**config.mk**
```make
export PLATFORM = sky130hd
export DESIGN_NAME = jril_loader
export DESIGN_NICKNAME = d
export VERILOG_FILES = /design/src/hw/jril_pkg.sv /design/src/hw/jril_buffer.sv /design/src/hw/jril_loader.sv
export SDC_FILE = /design/constraint.sdc
export NUM_CORES = 1
export LEC_CHECK = 0
export BUFFER_PORTS_ARGS = -buffer_cell sky130_fd_sc_hd__buf_2
export CAP_MARGIN = 10
export CORE_UTILIZATION = 60
export DETAILED_ROUTE_END_ITERATION = 7
export GPL_TIMING_DRIVEN = 0
export PLACE_DENSITY = 0.78
export SLEW_MARGIN = 20
export SYNTH_ARGS = -nofsm -noshare
export SYNTH_HDL_FRONTEND = slang
export SYNTH_SLANG_ARGS = --single-unit
```
**constraint.sdc**
```tcl
create_clock -name sys_clk_in -period 3.45 [get_ports sys_clk_in]
set_clock_uncertainty 0.1 [all_clocks]
set_input_delay 0.69 -clock sys_clk_in [delete_from_list [all_inputs] [get_ports sys_clk_in]]
set_output_delay 0.69 -clock sys_clk_in [all_outputs]
set_load 0.03 [all_outputs]
```
**src/hw/jril_pkg.sv**
```systemverilog
/*
 * jril_pkg: shared constants and carrier types of the jtag ram init loader.
 * Assumes one user tap macro feeding 4-bit wide, 4-deep ram blocks, sys clock 10 MHz.
 */
package jril_pkg;

	// sizes of the loaded ram blocks, the instruction register and the word buffer
	localparam int unsigned WORD_W     = 4;
	localparam int unsigned ADDR_W     = 2;
	localparam int unsigned NUM_BLOCKS = 4;
	localparam int unsigned IR_W       = 8;
	localparam int unsigned BUF_DEPTH  = 2;

	// instruction opcodes
	localparam logic [IR_W-1:0] OP_INIT_START = 8'h22;
	localparam logic [IR_W-1:0] OP_READ_TEST  = 8'h23;
	localparam logic [IR_W-1:0] OP_ADDR_LOAD  = 8'h24;
	localparam logic [IR_W-1:0] OP_BLOCK_BASE = 8'h30;

	// values after reset, the last address of the sweep and the all-blocks select
	localparam logic [ADDR_W-1:0]     ADDR_RST  = 2'h3;
	localparam logic [ADDR_W-1:0]     ADDR_LAST = 2'h3;
	localparam logic [NUM_BLOCKS-1:0] RING_RST  = 4'h1;
	localparam logic [NUM_BLOCKS-1:0] SEL_ALL   = 4'hF;

	// write strobe timing
	localparam int unsigned SYS_CLK_NS    = 100;
	localparam int unsigned STROBE_HI_NS  = 200;
	localparam int unsigned STROBE_LO_NS  = 200;
	localparam int unsigned STROBE_HI_CYC = (STROBE_HI_NS + SYS_CLK_NS - 1) / SYS_CLK_NS;
	localparam int unsigned STROBE_LO_CYC = (STROBE_LO_NS + SYS_CLK_NS - 1) / SYS_CLK_NS;
	localparam int unsigned CNT_W         = 4;

	typedef enum logic [2:0] {
		JRIL_W_IDLE  = 3'h1,
		JRIL_W_SETUP = 3'h2,
		JRIL_W_HOLD  = 3'h4
	} jril_wstate_t;

	// everything that arrives from the tap macro side and the test bench side
	typedef struct packed {
		logic [IR_W-1:0]   instr;
		logic              tap_rst_n;
		logic              dr_clk;
		logic              dr_shift;
		logic              update_state_strobe;
		logic              sdata;
		logic              test;
		logic              test_clk;
		logic [WORD_W-1:0] read_word;
	} jril_link_t;

	localparam jril_link_t LINK_RST = '0;

	// what the loader presents to the ram blocks
	typedef struct packed {
		logic [WORD_W-1:0]     data;
		logic [ADDR_W-1:0]     addr;
		logic [NUM_BLOCKS-1:0] sel;
		logic                  clk;
		logic                  rd_en_n;
	} jril_mem_t;

	localparam jril_mem_t MEM_RST = '{data: 4'h0, addr: 2'h3, sel: 4'h0, clk: 1'b1,
		rd_en_n: 1'b1};

endpackage
```
**src/hw/jril_buffer.sv**
```systemverilog
/*
 * jril_buffer: small valid/ready fifo between word assembly and the write stage.
 * Assumes both sides run on the same clock; flush_in empties it in one edge.
 */
`timescale 1ns/1ps

module jril_buffer #(
	parameter int unsigned WIDTH = 4,
	parameter int unsigned DEPTH = 2
) (
	input  wire logic             sys_clk_in,
	input  wire logic             arst_n_in,
	input  wire logic             flush_in,
	input  wire logic             in_valid_in,
	output logic                  in_ready_out,
	input  wire logic [WIDTH-1:0] in_data_in,
	output logic                  out_valid_out,
	input  wire logic             out_ready_in,
	output logic      [WIDTH-1:0] out_data_out
);
	localparam int unsigned PTR_W = (DEPTH > 1) ? $clog2(DEPTH) : 1;

	typedef struct packed {
		logic [DEPTH-1:0][WIDTH-1:0] mem;
		logic [PTR_W-1:0]            wptr;
		logic [PTR_W-1:0]            rptr;
		logic [PTR_W:0]              count;
	} jril_buf_state_t;

	jril_buf_state_t s_r;
	jril_buf_state_t s_nxt;
	logic            push;
	logic            pop;

	function automatic logic [PTR_W-1:0] bump(input logic [PTR_W-1:0] p);
		bump = (p == PTR_W'(DEPTH - 1)) ? '0 : p + 1'b1;
	endfunction

	assign in_ready_out  = (s_r.count != (PTR_W+1)'(DEPTH));
	assign out_valid_out = (s_r.count != '0);
	assign out_data_out  = s_r.mem[s_r.rptr];
	assign push          = in_valid_in & in_ready_out;
	assign pop           = out_valid_out & out_ready_in;

	always_comb begin
		s_nxt = s_r;
		if (push) begin
			s_nxt.mem[s_r.wptr] = in_data_in;
			s_nxt.wptr          = bump(s_r.wptr);
		end
		if (pop) begin
			s_nxt.rptr = bump(s_r.rptr);
		end
		s_nxt.count = s_r.count + (PTR_W+1)'(push) - (PTR_W+1)'(pop);
		if (flush_in) begin
			s_nxt.wptr  = '0;
			s_nxt.rptr  = '0;
			s_nxt.count = '0;
		end
	end

	always_ff @(posedge sys_clk_in or negedge arst_n_in) begin
		if (!arst_n_in) begin
			s_r <= '0;
		end else begin
			s_r <= s_nxt;
		end
	end

endmodule

```
**src/hw/jril_loader.sv**
```systemverilog
/*
 * jril_loader: loads ram blocks with words shifted in through the user tap macro,
 * and drives a read-back test. All tap side signals are sampled by sys_clk_in;
 * the data register clock must be slow enough (well under sys clock / 4) for its
 * edges to be seen. Ram blocks sit outside and take the write port signals below.
 */
`timescale 1ns/1ps

module jril_loader (
	input  wire logic                               sys_clk_in,
	input  wire logic                               arst_n_in,
	input  wire logic [jril_pkg::IR_W-1:0]          user_instruction_value_in,
	input  wire logic                               user_tap_reset_n_in,
	input  wire logic                               user_dr_clock_in,
	input  wire logic                               user_dr_shift_strobe_in,
	input  wire logic                               user_update_state_strobe_strobe_in,
	input  wire logic                               user_serial_data_out_in,
	input  wire logic                               test_mode_in,
	input  wire logic                               test_clk_in,
	input  wire logic [jril_pkg::WORD_W-1:0]        read_word_in,
	input  wire logic                               broadcast_in,
	input  wire logic                               falling_edge_mode_in,
	input  wire logic                               mem_ready_in,
	output logic                                    load_ready_out,
	output logic                                    overflow_out,
	output logic                                    tap_return_data_out,
	output logic      [jril_pkg::WORD_W-1:0]        mem_write_data_out,
	output logic      [jril_pkg::ADDR_W-1:0]        mem_write_address_out,
	output logic      [jril_pkg::NUM_BLOCKS-1:0]    mem_block_select_out,
	output logic                                    mem_clock_out,
	output logic                                    read_enable_n_out,
	output logic      [jril_pkg::ADDR_W-1:0]        memory_read_address_out,
	output logic      [jril_pkg::WORD_W-1:0]        test_data_out
);

	typedef struct packed {
		jril_pkg::jril_link_t                  sync1;
		jril_pkg::jril_link_t                  sync2;
		jril_pkg::jril_link_t                  prev;
		logic [jril_pkg::WORD_W-1:0]           shreg;
		logic [jril_pkg::ADDR_W-1:0]           addr;
		logic [jril_pkg::NUM_BLOCKS-1:0]       ring;
		logic                                  first;
		jril_pkg::jril_wstate_t                wst;
		logic [jril_pkg::CNT_W-1:0]            cnt;
		logic                                  strobe;
		jril_pkg::jril_mem_t                   mem;
		logic [jril_pkg::ADDR_W-1:0]           memory_read_address;
		logic [jril_pkg::WORD_W-1:0]           tdata;
		logic                                  ovf;
		logic                                  tdo;
	} jril_state_t;

	localparam jril_state_t STATE_RST = '{
		sync1:  jril_pkg::LINK_RST,
		sync2:  jril_pkg::LINK_RST,
		prev:   jril_pkg::LINK_RST,
		shreg:  '0,
		addr:   jril_pkg::ADDR_RST,
		ring:   jril_pkg::RING_RST,
		first:  1'b1,
		wst:    jril_pkg::JRIL_W_IDLE,
		cnt:    '0,
		strobe: 1'b0,
		mem:    jril_pkg::MEM_RST,
		memory_read_address:  jril_pkg::ADDR_RST,
		tdata:  '0,
		ovf:    1'b0,
		tdo:    1'b0
	};

	jril_state_t                   s_r;
	jril_state_t                   s_nxt;
	jril_pkg::jril_link_t          link;
	logic                          dr_rise;
	logic                          upd_rise;
	logic                          tclk_rise;
	logic                          tap_rst;
	logic                          init_en;
	logic                          addr_op;
	logic                          test_act;
	logic                          buf_in_valid;
	logic                          buf_in_ready;
	logic                          buf_out_valid;
	logic                          buf_out_ready;
	logic [jril_pkg::WORD_W-1:0]   buf_out_data;

	// one-hot select of the block whose own opcode is in the instruction register
	function automatic logic [jril_pkg::NUM_BLOCKS-1:0] block_opcode_hit(
		input logic [jril_pkg::IR_W-1:0] ir
	);
		logic [jril_pkg::NUM_BLOCKS-1:0] hit;
		hit = '0;
		for (int i = 0; i < jril_pkg::NUM_BLOCKS; i++) begin
			hit[i] = (ir == jril_pkg::OP_BLOCK_BASE + jril_pkg::IR_W'(i));
		end
		return hit;
	endfunction

	// ram clock from the strobe level, inverted unless the rams take the falling edge
	function automatic logic write_clock_of(input logic strobe, input logic fall_mode);
		return fall_mode ? strobe : ~strobe;
	endfunction

	always_comb begin
		link.instr     = user_instruction_value_in;
		link.tap_rst_n = user_tap_reset_n_in;
		link.dr_clk    = user_dr_clock_in;
		link.dr_shift  = user_dr_shift_strobe_in;
		link.update_state_strobe = user_update_state_strobe_strobe_in;
		link.sdata     = user_serial_data_out_in;
		link.test      = test_mode_in;
		link.test_clk  = test_clk_in;
		link.read_word = read_word_in;
	end

	// edges are found on the second sync stage against a delayed copy of it
	assign dr_rise   = s_r.sync2.dr_clk & ~s_r.prev.dr_clk;
	assign upd_rise  = s_r.sync2.update_state_strobe & ~s_r.prev.update_state_strobe;
	assign tclk_rise = s_r.sync2.test_clk & ~s_r.prev.test_clk;
	assign tap_rst   = ~s_r.sync2.tap_rst_n;

	// decodes use the synced instruction so all of them switch on one edge
	assign init_en  = (s_r.sync2.instr == jril_pkg::OP_INIT_START)
		| (|block_opcode_hit(s_r.sync2.instr));
	assign addr_op  = (s_r.sync2.instr == jril_pkg::OP_ADDR_LOAD);
	assign test_act = s_r.sync2.test & (s_r.sync2.instr == jril_pkg::OP_READ_TEST);

	// a completed word enters the buffer on the update strobe
	assign buf_in_valid  = upd_rise & init_en & ~tap_rst;
	// a stalled ram parks words in the buffer instead of losing them
	assign buf_out_ready = (s_r.wst == jril_pkg::JRIL_W_IDLE) & mem_ready_in & ~tap_rst;

	jril_buffer #(
		.WIDTH (jril_pkg::WORD_W),
		.DEPTH (jril_pkg::BUF_DEPTH)
	) u_word_buf (
		.sys_clk_in    (sys_clk_in),
		.arst_n_in     (arst_n_in),
		.flush_in      (tap_rst),
		.in_valid_in   (buf_in_valid),
		.in_ready_out  (buf_in_ready),
		.in_data_in    (s_r.shreg),
		.out_valid_out (buf_out_valid),
		.out_ready_in  (buf_out_ready),
		.out_data_out  (buf_out_data)
	);

	always_comb begin
		logic [jril_pkg::ADDR_W-1:0]     addr_next;
		logic [jril_pkg::NUM_BLOCKS-1:0] ring_next;
		logic [jril_pkg::NUM_BLOCKS-1:0] sel_next;
		addr_next = '0;
		ring_next = '0;
		sel_next  = '0;
		s_nxt       = s_r;
		// every tap pin passes two flops; the macro runs on its own clock
		s_nxt.sync1 = link;
		s_nxt.sync2 = s_r.sync1;
		s_nxt.prev  = s_r.sync2;

		// serial word assembly, lsb first, new bit enters at the top
		if (dr_rise && s_r.sync2.dr_shift) begin
			s_nxt.shreg = {s_r.sync2.sdata, s_r.shreg[jril_pkg::WORD_W-1:1]};
		end
		s_nxt.tdo = s_r.shreg[0];

		// address imported through the tap instead of the sweep
		if (upd_rise && addr_op) begin
			s_nxt.addr  = s_r.shreg[jril_pkg::ADDR_W-1:0] - 1'b1;
			s_nxt.first = 1'b1;
		end

		// write stage: strobe high for setup, low for hold, then idle
		unique case (s_r.wst)
			jril_pkg::JRIL_W_IDLE: begin
				if (buf_out_valid && buf_out_ready) begin
					// counter runs before the write, so a preset of all ones lands on zero
					addr_next = s_r.addr + 1'b1;
					ring_next = s_r.ring;
					if (!s_r.first && s_r.addr == jril_pkg::ADDR_LAST) begin
						ring_next = {s_r.ring[jril_pkg::NUM_BLOCKS-2:0],
							s_r.ring[jril_pkg::NUM_BLOCKS-1]};
					end
					if (broadcast_in) begin
						sel_next = jril_pkg::SEL_ALL;
					end else if (|block_opcode_hit(s_r.sync2.instr)) begin
						sel_next = block_opcode_hit(s_r.sync2.instr);
					end else begin
						sel_next = ring_next;
					end
					// counters stand still while the instruction does not match
					if (init_en) begin
						s_nxt.addr  = addr_next;
						s_nxt.ring  = ring_next;
						s_nxt.first = 1'b0;
					end
					s_nxt.mem.data = buf_out_data;
					s_nxt.mem.addr = addr_next;
					// a word whose instruction went away is dropped, never written
					s_nxt.mem.sel  = init_en ? sel_next : '0;
					s_nxt.strobe   = 1'b1;
					s_nxt.cnt      = jril_pkg::CNT_W'(jril_pkg::STROBE_HI_CYC - 1);
					s_nxt.wst      = jril_pkg::JRIL_W_SETUP;
				end
			end
			jril_pkg::JRIL_W_SETUP: begin
				if (s_r.cnt == '0) begin
					// write clock edge comes here, data and address held since setup
					s_nxt.strobe = 1'b0;
					s_nxt.cnt    = jril_pkg::CNT_W'(jril_pkg::STROBE_LO_CYC - 1);
					s_nxt.wst    = jril_pkg::JRIL_W_HOLD;
				end else begin
					s_nxt.cnt = s_r.cnt - 1'b1;
				end
			end
			jril_pkg::JRIL_W_HOLD: begin
				if (s_r.cnt == '0) begin
					// select drops a cycle before the next word can start
					s_nxt.mem.sel = '0;
					s_nxt.wst     = jril_pkg::JRIL_W_IDLE;
				end else begin
					s_nxt.cnt = s_r.cnt - 1'b1;
				end
			end
			default: begin
				s_nxt.wst    = jril_pkg::JRIL_W_IDLE;
				s_nxt.strobe = 1'b0;
			end
		endcase

		// read-back test walks its own address on the test clock
		if (test_act && tclk_rise) begin
			s_nxt.memory_read_address = s_r.memory_read_address + 1'b1;
			s_nxt.tdata = s_r.sync2.read_word;
		end
		s_nxt.mem.rd_en_n = ~test_act;
		s_nxt.mem.clk     = test_act ? s_r.sync2.test_clk
			: write_clock_of(s_nxt.strobe, falling_edge_mode_in);

		// tap reset is seen two edges late and clears as a synchronous reset
		if (tap_rst) begin
			s_nxt.shreg    = '0;
			s_nxt.addr     = jril_pkg::ADDR_RST;
			s_nxt.ring     = jril_pkg::RING_RST;
			s_nxt.first    = 1'b1;
			s_nxt.wst      = jril_pkg::JRIL_W_IDLE;
			s_nxt.cnt      = '0;
			s_nxt.strobe   = 1'b0;
			s_nxt.mem.data = '0;
			s_nxt.mem.addr = jril_pkg::ADDR_RST;
			s_nxt.mem.sel  = '0;
			s_nxt.mem.clk  = write_clock_of(1'b0, falling_edge_mode_in);
			s_nxt.memory_read_address    = jril_pkg::ADDR_RST;
			s_nxt.ovf      = 1'b0;
		end
		// a word lost to a full buffer is flagged; setting beats the tap reset clear
		if (upd_rise && init_en && !buf_in_ready) begin
			s_nxt.ovf = 1'b1;
		end
	end

	always_ff @(posedge sys_clk_in or negedge arst_n_in) begin
		if (!arst_n_in) begin
			s_r <= STATE_RST;
		end else begin
			s_r <= s_nxt;
		end
	end

	// the tap side cannot be stalled; it must watch this before updating again
	assign load_ready_out          = buf_in_ready & ~tap_rst;
	assign overflow_out            = s_r.ovf;
	assign tap_return_data_out     = s_r.tdo;
	assign mem_write_data_out      = s_r.mem.data;
	assign mem_write_address_out   = s_r.mem.addr;
	assign mem_block_select_out    = s_r.mem.sel;
	assign mem_clock_out           = s_r.mem.clk;
	assign read_enable_n_out       = s_r.mem.rd_en_n;
	assign memory_read_address_out = s_r.memory_read_address;
	assign test_data_out           = s_r.tdata;

endmodule

```
==> metrics.txt <==
status=complete, no violations; Max transition margin=52.8%; post-cts sizing count=0; Multi-input gate area=1310 um2; Fin Setup TNS=0 ns; max layer used=met4; CTS Buffer Depth=2; filler instances=426; nets=389; met1 WL=3.03 mm; ANT nets after route=0; WL final=6.81 mm; CTS tree=yes; largest net degree at the start of global routing=63; Worst path slowest cell=dfrtp_1; f_max=397 MHz; detailed placement HPWL=4.72 mm; peak per-stage delay on the critical path=0.48 ns; Worst Path Class, Setup=flop to output pin; CTS buffer count=9; H-Tree Depth=3; GRT Total Usage=23.4%; root buffer cell=clkbuf_8; Area Growth Syn to Fin=14.0%; router iterations before antenna repair=4; max_cap viols=0; largest family of logic cells by synthesized area=simple AND/OR/NAND/NOR gates; asr flop ratio synth=100%; # port buffers=44; Synthesis Warnings=0; Sink Count=92; number of setup violations in the final report=0; Final min period=2.52 ns; register area share after synthesis=60.1%; Post-CTS Setup Bufs=0; vias in the first global route=2442; syn nets=333; DR vias/cell=5.56; n_diodes=0; routed length per instance=15.5 um; Post-Layout Cell Count=440; cell family with most CP delay=buffers and inverters; metal2 WL=3.34 mm; grt total ovfl=0; vias=2445; mux cell area share after synthesis=8.08%; gpl congestion=0.794; Post-Synth Simple-Gate Area=14.0%; CP Capture Type=output pin; Hold Buf Count CTS=0; Static Leakage=2.10 nW; clk_lat worst skew=0.36 ns; Primary FF master, synth=dfrtp_1; Mean Syn Cell Area=12.7 um2; Post-synth EDFFs=0; RSZ-0062 raised after global routing=no; worst vdd rail ir drop=0.362 mV; Adder-Cell Fraction of Synth Area=1.62%; post-synthesis xor/xnor area fraction=1.36%; Tcrit/Tclk final=73.0%; Max FO, Critical Path=9; worst path buffer plus inverter count=2; dpl cells=424; Post-Syn Instances=304; worst hold-check path type=input port to asynchronous set/reset pin; initial drt markers=119; metal3 WL=304 um; Final Hold Fails=0; WP data arrival=1.73 ns; die height=82.2 um; DRC viols=0; ratio of cells with drive above 1 in the final layout=31.0%; clock-pin slew on the worst setup and hold paths=0.08 ns; total power draw=1.91 mW; Distinct cells, synth=63; Core Box Area=6060 um2; crit path cell chain=clkinv_1, nor2_1, buf_2; FF+latch count, synth=92; DIE WIDTH=82.2 um; startpoint types=flop; row count=28; Power Density=435 nW/um2; Storage cell area=2320 um2; Initial Util=63.6%; Syn Std Cell Area=3860 um2; actual slew at the worst max-slew pin=0.704 ns; Slew Viols, Final=0; initial antenna violation count=0; Synth Area in Compound Gates=8.83%; Die ar.=6750 um2; worst path required time=2.66 ns; IO Pins=45; first-pass GRT wire length=11.3 mm
cell type report:
class | count | area share, %
Timing Repair Buffer | 45 | 5.69
Inverter | 15 | 1.28
Clock buffer | 10 | 2.90
Sequential cell | 92 | 52.7
Buffer | 26 | 4.04
Multi-Input combinational cell | 171 | 29.7
Tap cell | 75 | 2.13
Clock inverter | 6 | 1.59
placed cells by master (no fill, tap or decap), types with 3 or more instances in the layout:
cell,netlist,routed
inv_1,14,14
buf_4,17,18
mux2_1,4,4
nor2b_1,8,8
nor3_1,4,4
clkbuf_8,0,9
o21ai_0,4,4
nand4_1,3,3
mux2i_1,15,15
nor2_1,17,17
a31oi_1,3,3
clkbuf_1,5,6
nor3b_1,6,6
mux2_2,5,5
a211oi_1,5,5
o211ai_1,5,5
dfrtp_1,81,81
ha_1,5,5
dfstp_2,11,11
a21oi_1,6,6
nand3_1,4,4
xnor2_1,5,5
buf_2,1,44
nand2_1,18,18
mux2_4,4,4
Yosys cell counts (3+ instances only):
cell | n | share of area (%)
dfrtp_1 | 81 | 53
nand2_1 | 18 | 1.8
buf_4 | 17 | 3.3
nor2_1 | 17 | 1.7
mux2i_1 | 15 | 3.9
inv_1 | 14 | 1.4
dfstp_2 | 11 | 7.5
nor2b_1 | 8 | 1.3
a21oi_1 | 6 | 0.78
nor3b_1 | 6 | 1.2
a211oi_1 | 5 | 0.97
clkbuf_1 | 5 | 0.49
ha_1 | 5 | 1.6
mux2_2 | 5 | 1.5
o211ai_1 | 5 | 0.97
xnor2_1 | 5 | 1.1
mux2_1 | 4 | 1.2
mux2_4 | 4 | 1.6
nand3_1 | 4 | 0.52
nor3_1 | 4 | 0.52
o21ai_0 | 4 | 0.52
a31oi_1 | 3 | 0.49
nand4_1 | 3 | 0.49
registers in the layout (all words and copies together), names as in the netlist:
| name | cells |
|---|---|
| s_nxt | 39 |
| s_r | 21 |
| u_word_buf.s_r | 12 |
| mem_block_select_out | 4 |
| mem_write_data_out | 4 |
| test_data_out | 4 |
| mem_write_address_out | 2 |
| memory_read_address_out | 2 |
| mem_clock_out | 1 |
| overflow_out | 1 |
| read_enable_n_out | 1 |
| tap_return_data_out | 1 |
power breakdown:
part	switching [mW]	leakage, nW	total [mW]	internal, mW
Clock	0.372	0.0948	0.714	0.341
Combinational	0.0505	0.848	0.0788	0.0283
Sequential	0.0146	1.15	1.12	1.11
final timing paths:
path | slack [ns] | from | to | depth (start not counted)
max in group asynchronous | 2.42 | arst_n_in | s_r[34] | 2
min | 0.17 | arst_n_in | mem_block_select_out[2] | 1
max reg2reg | 1.22 | s_r[26] | u_word_buf.s_r[1] | 10
min in group sys_clk_in | 0.25 | s_nxt[75] | s_nxt[56] | 0
max | 0.93 | s_nxt[49] | load_ready_out | 3
min reg2reg | 0.25 | s_nxt[75] | s_nxt[56] | 0
through the flow:
stage / setup slack, ns / cell area (um2) / hold WS [ns] / utilization, %
floorplan: 1.29 / 3860 / 0.231 / -
global placement: 0.816 / 4170 / 0.232 / 68.8
detailed placement: 1.12 / 4200 / 0.235 / 69.3
CTS: 0.941 / 4400 / 0.165 / 72.6
global route: 0.818 / 4400 / 0.184 / 72.6
finish: 0.933 / 4400 / 0.169 / 72.6
layer usage:
layer  GRT usage (%)  vias up
met2            38.8       59
met1            29.1     1208
met5               0        -
met3            7.14       15
li1                -     1163
met4            8.60        0
logic make-up (layout without fill, tap and decap cells):
| group | Yosys count | after routing |
|---|---|---|
| and+or+nand+nor | 87 | 87 |
| AOI/OAI and AO/OA | 45 | 45 |
| xor gates and xnor gates | 6 | 6 |
| buffers and inverters | 41 | 102 |
| DFF | 92 | 92 |
| muxes | 28 | 28 |
| adders and majority gates | 5 | 5 |
(Power assumes the default switching activity.)
